[config.mk]
export PLATFORM = sky130hd
export DESIGN_NAME = vtag_custom_cmds
export DESIGN_NICKNAME = d
export VERILOG_FILES = /design/src/hdl/vtag_pkg.sv /design/src/hdl/vtag_custom_cmds.sv
export VERILOG_INCLUDE_DIRS = /design/src /design/src/hdl
export SDC_FILE = /design/constraint.sdc
export NUM_CORES = 1
export LEC_CHECK = 0
export ABC_AREA = 0
export BUFFER_PORTS_ARGS = -buffer_cell sky130_fd_sc_hd__buf_2
export CAP_MARGIN = 25
export CORE_MARGIN = 5
export CORE_UTILIZATION = 61
export DETAILED_ROUTE_END_ITERATION = 8
export PLACE_DENSITY_LB_ADDON = 0.1
export SYNTH_ARGS = -nofsm -noshare
export SYNTH_HDL_FRONTEND = slang
export SYNTH_SLANG_ARGS = --single-unit
[constraint.sdc]
create_clock -name mclk_i -period 4.8 [get_ports mclk_i]
set_clock_uncertainty 0.1 [all_clocks]
set_input_delay 0 -clock mclk_i [delete_from_list [all_inputs] [get_ports mclk_i]]
set_output_delay 0 -clock mclk_i [all_outputs]
set_load 0.02 [all_outputs]
[src/hdl/vtag_cfg.svh]
// Offsets, field positions, codes and reset values of the tag block
`ifndef VTAG_CFG_SVH
`define VTAG_CFG_SVH
`define CMD_SYSINFO 8'hab
`define CMD_PQUIET 8'hbc
`define CMD_SIGREAD 8'hbd
`define CMD_EAS_ALARM 8'ha5
`define MFG_CODE 8'h5a
`define SIG_ERR_CODE 8'h0f
`define RSP_FLAGS_OK 8'h00
`define RSP_FLAGS_ERR 8'h01
`define F_INVENTORY 2
`define F_SELECT 4
`define F_AFI 4
`define F_ADDRESS 5
`define COND_MASK 8'h33
`define LOCK_MASK 8'h0f
`define FEAT_MASK 32'h8000_ffff
`define OFS_CTRL 12'h000
`define OFS_FEAT 12'h004
`define OFS_STAT 12'h008
`define OFS_SIG 12'h040
`define SIG_WORDS 12
`define CTRL_SIG48 24
`define CTRL_SIGBAD 25
`define CTRL_RST 32'h0000_0000
`define FEAT_RST 32'h0000_7fff
`define LEN_SYSINFO 6'd8
`define LEN_SYSINFO_EXT 6'd12
`define LEN_SIG32 6'd33
`define LEN_SIG48 6'd49
`define LEN_ERR 6'd2
`define HDR_PLAIN 5'd3
`define HDR_UID 5'd11
`endif

[src/hdl/vtag_pkg.sv]
// Types shared by the tag custom-command block
package vtag_pkg;
    typedef enum logic [1:0] {ST_RX, ST_RESP} fsm_t;
    typedef enum logic [1:0] {K_SYS, K_SIG, K_ERR} kind_t;
    typedef struct packed {
        fsm_t fsm;
        kind_t kind;
        logic [4:0] rx_cnt;
        logic [7:0] flags;
        logic [7:0] cmd;
        logic hdr_ok;
        logic [5:0] idx;
        logic [5:0] len;
        logic [7:0] tx_byte;
        logic pquiet;
        logic [31:0] ctrl;
        logic [31:0] feat;
        logic [11:0][31:0] sig;
        logic [31:0] cfg_data;
        logic cfg_ok;
        logic aw_have;
        logic [11:0] aw_addr;
        logic w_have;
        logic [31:0] w_data;
        logic [3:0] w_strb;
        logic bvalid;
        logic [1:0] bresp;
        logic rvalid;
        logic [31:0] rdata;
        logic [1:0] rresp;
    } st_t;
endpackage : vtag_pkg

[src/hdl/vtag_custom_cmds.sv]
// Custom-command handler of a vicinity label with AXI4-Lite registers
`timescale 1ns/1ps
`include "vtag_cfg.svh"
module vtag_custom_cmds (
    input wire logic mclk_i,
    input wire logic arst_n_i,
    // AXI4-Lite slave
    input wire logic [11:0] s_axi_awaddr_i,
    input wire logic s_axi_awvalid_i,
    output logic s_axi_awready_o,
    input wire logic [31:0] s_axi_wdata_i,
    input wire logic [3:0] s_axi_wstrb_i,
    input wire logic s_axi_wvalid_i,
    output logic s_axi_wready_o,
    output logic [1:0] s_axi_bresp_o,
    output logic s_axi_bvalid_o,
    input wire logic s_axi_bready_i,
    input wire logic [11:0] s_axi_araddr_i,
    input wire logic s_axi_arvalid_i,
    output logic s_axi_arready_o,
    output logic [31:0] s_axi_rdata_o,
    output logic [1:0] s_axi_rresp_o,
    output logic s_axi_rvalid_o,
    input wire logic s_axi_rready_i,
    // Decoded request bytes, CRC already checked and stripped
    input wire logic rx_valid_i,
    input wire logic [7:0] rx_data_i,
    input wire logic rx_last_i,
    output logic rx_ready_o,
    // Response bytes; the framer appends the CRC
    output logic tx_valid_o,
    output logic [7:0] tx_data_o,
    output logic tx_last_o,
    input wire logic tx_ready_i,
    // Identity and anticollision context
    input wire logic [63:0] uid_i,
    input wire logic selected_i,
    input wire logic select_evt_i,
    input wire logic reset_ready_evt_i,
    input wire logic off_expired_i,
    // Request filter for the protocol engine
    input wire logic [7:0] hdr_flags_i,
    input wire logic [7:0] hdr_cmd_i,
    input wire logic hdr_both_quiet_i,
    output logic req_process_o,
    output logic pquiet_o,
    // Configuration-memory view of the signature
    input wire logic cfg_rd_i,
    input wire logic [7:0] cfg_blk_i,
    output logic [31:0] cfg_data_o,
    output logic cfg_ok_o
);

    ////////////////////////////////////////////////////////////////////
    vtag_pkg::st_t q, d;

    // Byte of the response at position idx
    function automatic logic [7:0] resp_byte(input vtag_pkg::st_t s,
                                             input logic [5:0] i);
        logic [5:0] k;
        logic [31:0] feat_w;
        k = i - 6'd1;
        feat_w = sys_feat(s.feat);
        resp_byte = 8'h00;
        unique case (s.kind)
            vtag_pkg::K_SYS: begin
                unique case (i)
                    6'd0: resp_byte = `RSP_FLAGS_OK;
                    6'd1: resp_byte = s.ctrl[7:0];
                    6'd2: resp_byte = s.ctrl[15:8] & `COND_MASK;
                    6'd3: resp_byte = s.ctrl[23:16] & `LOCK_MASK;
                    default: begin
                        // Bytes 4 to 7 carry the masked feature word; later bytes form
                        // an all-reserved second feature word
                        resp_byte = (i < 6'd8) ? feat_w[8*i[1:0] +: 8]
                                               : 8'h00;
                    end
                endcase
            end
            vtag_pkg::K_SIG: begin
                if (i == 6'd0) begin
                    resp_byte = `RSP_FLAGS_OK;
                end else begin
                    resp_byte = s.sig[k[5:2]][8*k[1:0] +: 8];
                end
            end
            default: begin
                resp_byte = (i == 6'd0) ? `RSP_FLAGS_ERR
                                        : `SIG_ERR_CODE;
            end
        endcase
    endfunction : resp_byte

    // Feature word with reserved bits forced low
    function automatic logic [31:0] sys_feat(input logic [31:0] f);
        sys_feat = f & `FEAT_MASK;
    endfunction : sys_feat

    // Register read value, flag for a mapped address
    function automatic logic [32:0] reg_read(input vtag_pkg::st_t s,
                                             input logic [11:0] a);
        logic [11:0] so;
        so = a - `OFS_SIG;
        reg_read = {1'b1, 32'h0000_0000};
        if (a == `OFS_CTRL) begin
            reg_read[31:0] = s.ctrl;
        end else if (a == `OFS_FEAT) begin
            reg_read[31:0] = s.feat;
        end else if (a == `OFS_STAT) begin
            reg_read[31:0] = {30'h0, s.fsm == vtag_pkg::ST_RESP, s.pquiet};
        end else if (a >= `OFS_SIG && so[11:2] < 10'(`SIG_WORDS)
                     && a[1:0] == 2'h0) begin
            reg_read[31:0] = s.sig[so[5:2]];
        end else begin
            reg_read[32] = 1'b0;
        end
    endfunction : reg_read

    ////////////////////////////////////////////////////////////////////
    // Persistent-quiet request filter for the protocol engine
    always_comb begin
        if (!q.pquiet) begin
            req_process_o = 1'b1;
        end else if (hdr_cmd_i == `CMD_EAS_ALARM) begin
            req_process_o = 1'b1;
        end else if (hdr_flags_i[`F_INVENTORY]) begin
            req_process_o = hdr_flags_i[`F_AFI] | hdr_both_quiet_i;
        end else begin
            req_process_o = hdr_flags_i[`F_ADDRESS]
                          | hdr_flags_i[`F_SELECT];
        end
    end

    // Stream handshakes are combinational from state
    assign rx_ready_o = q.fsm == vtag_pkg::ST_RX;
    assign tx_valid_o = q.fsm == vtag_pkg::ST_RESP;
    assign tx_last_o = tx_valid_o && (q.idx == q.len - 6'd1);
    assign tx_data_o = q.tx_byte;
    assign pquiet_o = q.pquiet;
    assign cfg_data_o = q.cfg_data;
    assign cfg_ok_o = q.cfg_ok;
    assign s_axi_awready_o = !q.aw_have && !q.bvalid;
    assign s_axi_wready_o = !q.w_have && !q.bvalid;
    assign s_axi_bvalid_o = q.bvalid;
    assign s_axi_bresp_o = q.bresp;
    assign s_axi_arready_o = !q.rvalid;
    assign s_axi_rvalid_o = q.rvalid;
    assign s_axi_rdata_o = q.rdata;
    assign s_axi_rresp_o = q.rresp;

    ////////////////////////////////////////////////////////////////////
    // Next state: request parser, responder, quiet flag, registers
    always_comb begin
        logic [4:0] n;
        logic [5:0] ui;
        logic [4:0] hdr_len;
        logic [32:0] rr;
        logic [11:0] so;
        logic [3:0] last_blk;
        logic [32:0] rw;
        d = q;
        n = q.rx_cnt + 5'd1;
        ui = 6'(q.rx_cnt - 5'd3);
        hdr_len = 5'd0;
        rr = 33'h0;
        so = q.aw_addr - `OFS_SIG;
        last_blk = q.ctrl[`CTRL_SIG48] ? 4'd11 : 4'd7;
        rw = reg_read(q, q.aw_addr);
        unique case (q.fsm)
            vtag_pkg::ST_RX: begin
                if (rx_valid_i) begin
                    // Fields: flags, command, maker, optional UID
                    unique case (q.rx_cnt)
                        5'd0: begin
                            d.flags = rx_data_i;
                            d.hdr_ok = 1'b1;
                        end
                        5'd1: d.cmd = rx_data_i;
                        5'd2: begin
                            if (rx_data_i != `MFG_CODE) begin
                                d.hdr_ok = 1'b0;
                            end
                        end
                        default: begin
                            if (q.rx_cnt > 5'd10
                                || rx_data_i != uid_i[8*ui +: 8]) begin
                                d.hdr_ok = 1'b0;
                            end
                        end
                    endcase
                    d.rx_cnt = n;
                    if (rx_last_i) begin
                        d.rx_cnt = 5'd0;
                        hdr_len = q.flags[`F_ADDRESS] ? `HDR_UID
                                                      : `HDR_PLAIN;
                        if (q.rx_cnt == 5'd0) begin
                            hdr_len = 5'd0;
                        end
                        if (d.hdr_ok && n == hdr_len
                            && (!q.flags[`F_SELECT] || selected_i)) begin
                            d.idx = 6'd0;
                            if (q.cmd == `CMD_SYSINFO) begin
                                d.kind = vtag_pkg::K_SYS;
                                d.len = q.feat[31] ? `LEN_SYSINFO_EXT
                                      : `LEN_SYSINFO;
                                d.fsm = vtag_pkg::ST_RESP;
                            end else if (q.cmd == `CMD_SIGREAD) begin
                                d.kind = q.ctrl[`CTRL_SIGBAD]
                                       ? vtag_pkg::K_ERR
                                       : vtag_pkg::K_SIG;
                                d.len = q.ctrl[`CTRL_SIGBAD] ? `LEN_ERR
                                      : q.ctrl[`CTRL_SIG48] ? `LEN_SIG48
                                      : `LEN_SIG32;
                                d.fsm = vtag_pkg::ST_RESP;
                            end
                            d.tx_byte = resp_byte(d, 6'd0);
                        end
                    end
                end
            end
            vtag_pkg::ST_RESP: begin
                if (tx_ready_i) begin
                    d.idx = q.idx + 6'd1;
                    d.tx_byte = resp_byte(q, d.idx);
                    if (tx_last_o) begin
                        d.fsm = vtag_pkg::ST_RX;
                    end
                end
            end
            default: d.fsm = vtag_pkg::ST_RX;
        endcase

        // Quiet exits; field loss alone never clears it
        if (select_evt_i || reset_ready_evt_i || off_expired_i) begin
            d.pquiet = 1'b0;
        end
        // Entry wins over a same-cycle exit; addressed only, no reply
        if (q.fsm == vtag_pkg::ST_RX && rx_valid_i && rx_last_i
            && d.hdr_ok && q.cmd == `CMD_PQUIET && n == `HDR_UID
            && q.flags[`F_ADDRESS] && !q.flags[`F_SELECT]) begin
            d.pquiet = 1'b1;
        end

        // Signature as configuration blocks
        if (cfg_rd_i) begin
            d.cfg_ok = cfg_blk_i <= {4'h0, last_blk};
            d.cfg_data = (cfg_blk_i < 8'(`SIG_WORDS))
                       ? q.sig[cfg_blk_i[3:0]] : 32'h0000_0000;
        end

        // AXI write: address and data in either order
        if (s_axi_awvalid_i && s_axi_awready_o) begin
            d.aw_have = 1'b1;
            d.aw_addr = s_axi_awaddr_i;
        end
        if (s_axi_wvalid_i && s_axi_wready_o) begin
            d.w_have = 1'b1;
            d.w_data = s_axi_wdata_i;
            d.w_strb = s_axi_wstrb_i;
        end
        if (q.aw_have && q.w_have) begin
            d.aw_have = 1'b0;
            d.w_have = 1'b0;
            d.bvalid = 1'b1;
            d.bresp = 2'b00;
            for (int b = 0; b < 4; b++) begin
                if (q.w_strb[b]) begin
                    if (q.aw_addr == `OFS_CTRL) begin
                        d.ctrl[8*b +: 8] = q.w_data[8*b +: 8];
                    end else if (q.aw_addr == `OFS_FEAT) begin
                        d.feat[8*b +: 8] = q.w_data[8*b +: 8];
                    end else if (rw[32] && q.aw_addr >= `OFS_SIG) begin
                        d.sig[so[5:2]][8*b +: 8] = q.w_data[8*b +: 8];
                    end
                end
            end
            if (!rw[32] || q.aw_addr == `OFS_STAT) begin
                d.bresp = 2'b10; // Unmapped or read-only
            end
        end
        if (q.bvalid && s_axi_bready_i) begin
            d.bvalid = 1'b0;
        end

        // AXI read answers one cycle after the address is taken
        if (s_axi_arvalid_i && s_axi_arready_o) begin
            rr = reg_read(q, s_axi_araddr_i);
            d.rvalid = 1'b1;
            d.rdata = rr[31:0];
            d.rresp = rr[32] ? 2'b00 : 2'b10;
        end else if (q.rvalid && s_axi_rready_i) begin
            d.rvalid = 1'b0;
        end
    end

    // Single state register; pquiet resets only on power-on
    always_ff @(posedge mclk_i or negedge arst_n_i) begin
        if (!arst_n_i) begin
            q <= '0;
            q.ctrl <= `CTRL_RST;
            q.feat <= `FEAT_RST;
        end else begin
            q <= d;
        end
    end

endmodule : vtag_custom_cmds

==> Word level (Yosys, flattened, before mapping) <==
Cells that the tools add are included.
{ "classes": {"add_sub_neg": 7, "n_lt_le_gt_ge": 13, "eq_ne": 30, "shift": 3, "n_mux": 111, "bitwise_logic": 3, "reduce_logical": 67} }
{ "ops": {"columns": ["operator", "n"], "rows": [
  ["$mux 384", 16],
  ["$bwmux 384", 4],
  ["$mux 392", 3],
  ["$demux 32 s4", 4],
  ["$bmux 32 s4", 3],
  ["$mux 32", 9],
  ["$shiftx 32x6->8", 2],
  ["$shiftx 64x10->8", 1],
  ["$mux 8", 7],
  ["$mux 46", 1],
  ["$mux 4", 11],
  ["$mux 20", 2],
  ["$mux 37", 1],
  ["$eq 8x8->1 const B", 4],
  ["$pmux 8 s2", 2],
  ["$pmux 8 s4", 1],
  ["$mux 1", 25],
  ["$eq 12x3->1 const B", 2],
  ["$eq 12x4->1 const B", 2],
  ["$ge 12x7->1 const B", 2],
  ["$logic_and 1x1->1", 24],
  ["$logic_not 12->1", 2],
  ["$mux 24", 1],
  ["$mux 6", 4],
  ["48 further kinds", 101]
]} }
{ "word_totals": {"register_bits": 616, "input_bits": 172, "word_cells": 276} }

==> Longest topological paths before layout <==
Gate-level depths: netlist of the first run.
{ "logic_depth": {"depth_word": 31, "ltp_mapped": 17, "mapped_depth_nobuf": 11} }

==> Worst setup path before layout of the first run <==
Ideal clock, no wire load.
{ "synth_path": {"path_kind": "register to register", "start": "register q[584] (netlist bit)", "end": "register q (netlist bit tx_data_o[5])", "t_arrival_ns": 3.698, "setup_slack_ns": 0.878, "path_stages_with_launch": 16, "path_buffers": 4, "cell_sequence": "dfrtp_1 -> clkbuf_1 -> inv_1 -> clkbuf_1 -> ha_1 -> buf_2 -> nor2_2 -> o21bai_2 -> a21o_2 -> nand2_2 -> buf_2 -> mux4_2 -> mux4_2 -> nand3_1 -> o21ai_1 -> a211o_1"} }
{ "synth_between": {"elab_chain_len": 9, "elab_cells_between_ends": 17, "cone_classes": "add/sub: 2; order compare: 1; eq/ne: 3; shift: 2; mux: 8; reduce/logical: 1"} }
{ "synth_lines": {"columns": ["item", "line_no", "source"], "rows": [
  ["start: declaration", "vtag_custom_cmds.sv:55", "vtag_pkg::st_t q, d;"],
  ["$add 6x1->6 *", "vtag_custom_cmds.sv:223", "d.idx = q.idx + 6'd1;"],
  ["$sub 6x1->6", "vtag_custom_cmds.sv:62", "k = i - 6'd1;"],
  ["$bmux 32 s4", "vtag_custom_cmds.sv:84", "resp_byte = s.sig[k[5:2]][8*k[1:0] +: 8];"],
  ["$mux 32 (implied by the code)", "vtag_custom_cmds.sv:84", null],
  ["$shiftx 32x6->8", "vtag_custom_cmds.sv:84", null],
  ["$mux 8", "vtag_custom_cmds.sv:81", "if (i == 6'd0) begin"],
  ["$pmux 8 s2 *", "vtag_custom_cmds.sv:65", "unique case (s.kind)"],
  ["$mux 8 *", "vtag_custom_cmds.sv:222", "if (tx_ready_i) begin"],
  ["$pmux 8 s2 *", "vtag_custom_cmds.sv:169", "unique case (q.fsm)"]
]} }
Every way passes the cells marked *; elsewhere a longest branch is shown, timed or not. The select of a mux whose other input is x is not followed.
A chain may end at the register's enable or synchronous reset.

==> Worst setup path after layout of the first run <==
{ "layout_path": {"start": "register q[584] (netlist bit)", "end": "register q (netlist bit tx_data_o[0])"} }
The elaborated chain is that of the path after synthesis.

==> impl_results.md, run 1 <==
* Result of the run: complete, no violations
* Number of DRC markers in iteration 0 at about 3,400
* Max-capacitance violation count at 0
* Startpoint type of the worst setup path: flip-flop
* Clock tree root driver cell: clkbuf_16
* Min-delay worst type: in -> reg
* Count of yosys warnings during synthesis at 0
* Via count of the routed design at 27,400
* Mean instance size in the synthesized netlist at around 12 sq um
* Area share of the largest cell type after synthesis at 0.421
* Final wirelength at ~120,000 um
* Final period demand of the worst path at about 4.3 ns
* Unrepaired setup endpoints after global routing: false
* Commonest cells in the synthesized netlist: dfrtp_1 (591), mux2_2 (446), nand2_1 (290)
* Internal Power at between 9 and 10 mW
* Dominant register cell in the synthesized netlist: dfrtp_1
* Final std cells w/o fill at 3,921
* Clock network fraction of design power at 0.396
* Post-synthesis cell type count at 89
* Global-route wire length before repair at 181,000 um
* Leading area contributor after synthesis: dfrtp_1
* Count of antenna-violating nets left after detailed routing at 0
* EDFF count, synth at 0
* Std-Cell Core Area at 0.0574 sq mm
* Count of final hold-check violations at 0
* Sequential-to-total area share from yosys stat at 0.432
* Boundary pin count at between 200 and 300
* Die area at ~0.062 sq mm
* Layout-stage area growth over the synthesis result at 14.7%
* Maximum fanout along the worst path at 39
* Detailed Routing Iterations Pass 1 at 6
* Setup tns final at 0 ns
* Number of H-tree levels at 3
* Maximum number of pins on one net before global-route repair at approximately 170
* Worst-case headroom to the max-slew limit at 0.221
* Req. time, crit path at slightly above 5 ns
* Proportion of register bits with asynchronous set or reset after synthesis at 1.00
* Resized Gates After CTS at 0
* Number of global-route vias before repair at about 28,000
* Flops & latches, synth at approximately 610
* DIE WIDTH at ~250 um
* Port buffer count at between 200 and 300
* Number of placed instances, taps included at 3,712
* Tcrit/Tclk final at 0.901
* Final max-slew violation count at 0
* Sequential share of power at 0.430
* DR vias/cell at 6.98
* Mapped Area at approximately 0.035 sq mm
* Standard-cell row count at slightly below 90
* Signal arrival time at the worst endpoint at 4.71 ns
* Routed length per placed instance at approximately 31 um
* Crit. End Element: flip-flop
* Fill cell count at between 4,000 and 5,000
* GRT Overall Usage at 0.384
* Total grt overflow at 0
* CTS clock-pin slew for the worst setup and hold paths at approximately 0.06 ns
* Power density relative to cell area at 357 mW/mm^2
* Worst Max-Slew Pin Slew at about 1.2 ns
* Routability Congestion at 0.999
* Category of the most critical setup path: reg -> reg
* Later-pin clock latency in the skew report at just over 0.6 ns
* Initial antenna violation count at 5
* Vertical extent of the die at about 250 um
* Max Freq at 0.231 GHz
* Clk buf depth at 3
* Static leakage at about 18 nW
* Drt drc at 0
* Clock tree from TritonCTS: yes
* Switching portion of total power at 0.312
* Fraction of final layout cells with drive strength greater than 1 at 0.396
* Number of instances in the synthesized netlist at 2,864
* CTS Buf Count at 69
* Hold_ws at slightly below 0.008 ns
* Top post-synthesis cells by area: dfrtp_1 (42%), mux4_2 (17%), mux2_2 (14%)
* Clk sinks at a little over 600
* Number of nets in the final layout at around 3,300
* Peak supply drop at between 300 and 400 uV
* Top-count cell post-synth: dfrtp_1
* Initial cell density of the core at 0.612
* Net switching component of the power at about 4.5 mW
* Number of failing setup endpoints in the final timing report at 0
* Comb pwr share at 0.174
* HPWL after detailed placement at roughly 84,000 um
## layout by cell type (no fill, tap or decap), drive strengths merged, types with 10 or more instances in the layout
cell / instances
dfrtp: 591
mux2: 450
buf: 366
nand2: 291
mux4: 272
o21ai: 204
mux2i: 112
clkbuf: 99
nor2: 98
inv: 89
dlygate4sd3: 76
a21oi: 50
o22ai: 41
nand3: 40
a222oi: 34
nor3: 30
and3: 23
dfstp: 15
o31ai: 13
clkinv: 13
a22o: 12
ha: 12
xnor2: 12
and2: 12
a22oi: 11
bufinv: 10
or2: 10
## metal layers
metal  part of all wire  routed length, um  up-vias  track usage
li1                   -                  -    11200            -
met1               0.38              45900    14100        0.517
met2               0.46              56400     1744        0.601
met3               0.11              13200      347        0.108
met4              0.049               5980        6        0.151
met5            0.00033                 40        -            0
## cells by family (layout without fill, tap and decap cells)
logic type               count (synthesis)  in the layout  share of synthesized area
flip-flops                             606            606                      0.432
adder cells (fa/ha/maj)                 12             12                    0.00427
multiplexers                           834            834                      0.351
AND/OR/NAND/NOR                        559            559                     0.0716
buffers and inverters                  366            655                     0.0493
XOR/XNOR                                21             21                    0.00545
AO/OA/AOI/OAI                          465            465                     0.0864
other                                    1              4                   0.000107
## power groups by stage
stage | clock network [mW] | logic, mW | registers [mW]
6_report | 5.69 | 2.50 | 6.18
5_1_grt | 5.94 | 2.66 | 6.20
4_1_cts | 5.73 | 2.47 | 6.13
3_5_place_dp | 0 | 2.40 | 6.21
3_3_place_gp | 0 | 2.36 | 6.18
2_1_floorplan | 0 | 1.77 | 5.72
## timing repair
action | in CTS | in global routing
setup endpoints to repair | 0 | 0
buffers inserted | 0 | 0
hold endpoints to repair | 245 | 0
hold buffers | 77 | 0
## through the flow
step                      power, mW  instance area [sq um]   util  setup WS, ns
after floorplan                7.49                  35100      -         0.878
after global placement         8.54                  36800  0.642         0.613
after detailed placement       8.61                  37000  0.645         0.630
after CTS                      14.3                  40200  0.701         0.623
after global routing           14.8                  40300  0.702         0.422
final                          14.4                  40300  0.702         0.477
## cell type report
class                           instances  area, sq um  share of cell area
Timing Repair Buffer                  444         3090              0.0768
Clock inverter                         27          425              0.0106
Antenna cell                            2         5.00            0.000124
Inverter                               86          323             0.00801
Tap cell                              765          957              0.0238
Clock buffer                           98         2020              0.0501
Multi-Input combinational cell       1893        18300               0.453
Sequential cell                       606        15200               0.377
## registers in the layout, summed over array words and instances, names as in the netlist
name            cells
cfg_ok_o            1
s_axi_rdata_o      32
pquiet_o            1
tx_data_o           8
s_axi_rresp_o       1
s_axi_bresp_o       1
s_axi_bvalid_o      1
q                 528
s_axi_rvalid_o      1
cfg_data_o         32
## worst max-delay path, stage by stage (launching register included)
cell and delay (ns):
dfrtp_2 0.57, ha_1 0.44, nor2_1 0.15, o21ai_2 0.55, nand3_2 0.20, nand2_4 0.28
buf_12 0.31, mux4_2 0.40, a22o_1 0.25, a211oi_1 0.42, buf_4 0.19, a211o_1 0.18
a31oi_1 0.10
## worst paths after layout
check / startpoint / end / slack, ns / cells after the start
max: q[584] / tx_data_o[0] / 0.48 / 12
min: cfg_blk_i[2] / cfg_data_o[0] / 0.008 / 4
max reg2reg: q[584] / tx_data_o[0] / 0.48 / 12
min reg2reg: s_axi_rdata_o[16] / s_axi_rdata_o[16] / 0.37 / 2
max in group asynchronous: arst_n_i / q[392] / 3.13 / 4
min in group asynchronous: arst_n_i / q[532] / 0.51 / 4
Power figures use the tool's default switching activity.
==> run 2: changes to the inputs <==
==> constraint.sdc (replaced) <==
create_clock -name mclk_i -period 4.8 [get_ports mclk_i]
set_clock_uncertainty 0.1 [all_clocks]
set_input_delay 0.96 -clock mclk_i [delete_from_list [all_inputs] [get_ports mclk_i]]
set_output_delay 0.96 -clock mclk_i [all_outputs]
set_load 0.02 [all_outputs]
==> run 2 against run 1 <==
Clock-buffer cell count is 3 lower. Register-to-register slack worse by 0.21 ns. Highest routed layer unchanged. Cell count is 1.7% lower. Non-clock buffer count is 60 lower. Combinational power hardly changed. Critical path depth is 1 higher. Via count is 1.4% lower.
==> impl_results.md, run 2 (synthesized netlist as in run 1, its figures left out) <==
* Result of the run: complete, no violations
* Routed length per placed instance at 31.1 um (+0.32%)
* Max-capacitance violation count at 0 (unchanged)
* Initial antenna violation count at 6 (+1)
* Number of DRC markers in iteration 0 at 3,192 (-5.6%)
* DR vias/cell at 7.00 (+0.25%)
* CTS clock-pin slew for the worst setup and hold paths at 0.06 ns (about the same)
* Setup fix buffers added after clock tree synthesis at 0 (unchanged)
* Via count of the routed design at 27,000 (-1.4%)
* Boundary pin count at 259 (unchanged)
* GRT Overall Usage at 0.380 (-0.00372)
* HPWL after detailed placement at 83,800 um (+0.19%)
* Hold_ws at 0.346 ns (+0.338 ns)
* Worst-case headroom to the max-slew limit at 0.188 (-0.0333)
* Setup tns final at 0 ns (unchanged)
* Static leakage at 17.3 nW (-2.0%)
* Clock tree root driver cell: clkbuf_16
* Register containing the most flip-flops in the final layout: q
* Resized Gates After CTS at 0 (unchanged)
* Final max-slew violation count at 0 (unchanged)
* Clock tree from TritonCTS: yes
* Max reg flops at 528 (unchanged)
* Most common library cell in the layout ignoring fill and taps: dfrtp_1
* Internal Power at 9.50 mW (-3.9%)
* Commonest cells after routing, fill and taps aside: dfrtp_1 (589), mux2_2 (446), nand2_1 (289)
* Maximum number of pins on one net before global-route repair at 107 (-36%)
* Drt drc at 0 (unchanged)
* Clk sinks at 606 (unchanged)
* Global-route wire length before repair at 179,000 um (-1.2%)
* Maximum fanout along the worst path at 24 (-38%)
* Signal arrival time at the worst endpoint at 4.98 ns (+0.27 ns)
* Final period demand of the worst path at 4.53 ns (+0.211 ns)
* DIE WIDTH at 250 um (unchanged)
* CTS Buf Count at 67 (-2.9%)
* Fill cell count at 4,088 (+1.1%)
* Number of H-tree levels at 3 (unchanged)
* Tcrit/Tclk final at 0.945 (+0.0440)
* Unrepaired setup endpoints after global routing: false
* Initial cell density of the core at 0.612 (unchanged)
* Sequential share of power at 0.446 (+0.016)
* Reg-to-reg slack, setup at 0.27 ns (-0.21 ns)
* Routability Congestion at 1.01 (+0.63%)
* Core Util, Final at 0.688 (-0.0141)
* Fraction of final layout cells with drive strength greater than 1 at 0.408 (+0.0115)
* Number of global-route vias before repair at 27,100 (-2.0%)
* Final wirelength at 120,000 um (-1.3%)
* Total grt overflow at 0 (unchanged)
* Port buffer count at 251 (unchanged)
* Count of antenna-violating nets left after detailed routing at 0 (unchanged)
* Area of the multi-input gates at 0.0183 sq mm (unchanged)
* Worst Max-Slew Pin Slew at 1.21 ns (+0.0498 ns)
* Peak supply drop at 288 uV (-20%)
* Max Freq at 0.221 GHz (-4.7%)
* Later-pin clock latency in the skew report at 0.61 ns (about the same)
* Power density relative to cell area at 353 mW/mm^2 (-0.92%)
* Number of buffers inserted by hold repair at cts at 0 (-100%)
* Vertical extent of the die at 250 um (unchanged)
* Min-delay worst type: in -> async
* Net switching component of the power at 4.45 mW (-0.78%)
* Number of nets in the final layout at 3,222 (-1.9%)
* Category of the most critical setup path: reg -> reg
* Layout-stage area growth over the synthesis result at 12.4%
* Startpoint type of the worst setup path: flip-flop
* Switching portion of total power at 0.319 (+0.00684)
* Number of failing setup endpoints in the final timing report at 0 (unchanged)
* Clock network fraction of design power at 0.377 (-0.019)
* Standard-cell row count at 88 (unchanged)
* Std-Cell Core Area at 0.0574 sq mm (unchanged)
* Die area at 0.0625 sq mm (unchanged)
* Count of final hold-check violations at 0 (unchanged)
* Req. time, crit path at 5.24 ns (+0.05 ns)
* Crit. End Element: flip-flop
* Detailed Routing Iterations Pass 1 at 7 (+1)
* Register cell area after layout at 0.0152 sq mm (unchanged)
* Clk buf depth at 3 (unchanged)
* Comb pwr share at 0.177 (+0.003)
## run 2: final cells by class
| type | count | share of cell area |
|---|---|---|
| Tap cell | 765 | 0.0242 |
| Inverter | 86 | 0.00818 |
| Multi-Input combinational cell | 1893 | 0.463 |
| Sequential cell | 606 | 0.385 |
| Clock buffer | 95 | 0.0490 |
| Antenna cell | 4 | 0.000254 |
| Clock inverter | 23 | 0.00707 |
| Timing Repair Buffer | 384 | 0.0637 |
## run 2: metal layers
layer  up-vias  track usage  part of all wire
li1      11100            -                 -
met1     13800        0.513              0.37
met2      1663        0.593              0.46
met3       371       0.0979              0.11
met4         4        0.165             0.053
met5         -            0           0.00020
## run 2: power by group through the flow
| stage | registers (mW) | clock network, mW | logic (mW) |
|---|---|---|---|
| 2_1_floorplan | 5.72 | 0 | 1.77 |
| 3_3_place_gp | 6.22 | 0 | 2.38 |
| 3_5_place_dp | 6.26 | 0 | 2.44 |
| 4_1_cts | 6.17 | 5.33 | 2.44 |
| 5_1_grt | 6.23 | 5.53 | 2.63 |
| 6_report | 6.22 | 5.26 | 2.47 |
## run 2: critical path: stages (launching register included)
cell       delay (ns)
dfrtp_1          0.54
inv_1            0.18
ha_1             0.33
buf_4            0.19
and2_1           0.18
o21bai_2         0.42
nand3_2          0.17
nand2_4          0.38
buf_12           0.26
mux4_2           0.32
nand2_1          0.07
a31o_1           0.25
a2111oi_0        0.85
a211o_1          0.19
## run 2: worst paths after layout
path | start | end | cells after the start
setup / recovery | q[585] | tx_data_o[4] | 13
hold / removal | arst_n_i | q[591] | 1
setup reg to reg | q[585] | tx_data_o[4] | 13
hold reg to reg | s_axi_bresp_o[1] | s_axi_bresp_o[1] | 2
max in group asynchronous | arst_n_i | s_axi_rdata_o[28] | 2
min in group mclk_i | s_axi_bresp_o[1] | s_axi_bresp_o[1] | 2
## run 2: per-stage QoR
step | area (sq um) | cells | worst slack (ns) | total power, mW
floorplan | 35100 | 2865 | 0.878 | 7.49
CTS | 39400 | 3850 | 0.403 | 13.9
finish | 39500 | 3856 | 0.266 | 13.9
detailed placement | 37200 | 3732 | 0.419 | 8.70
global placement | 37100 | 3726 | 0.490 | 8.60
global route | 39500 | 3855 | 0.123 | 14.4
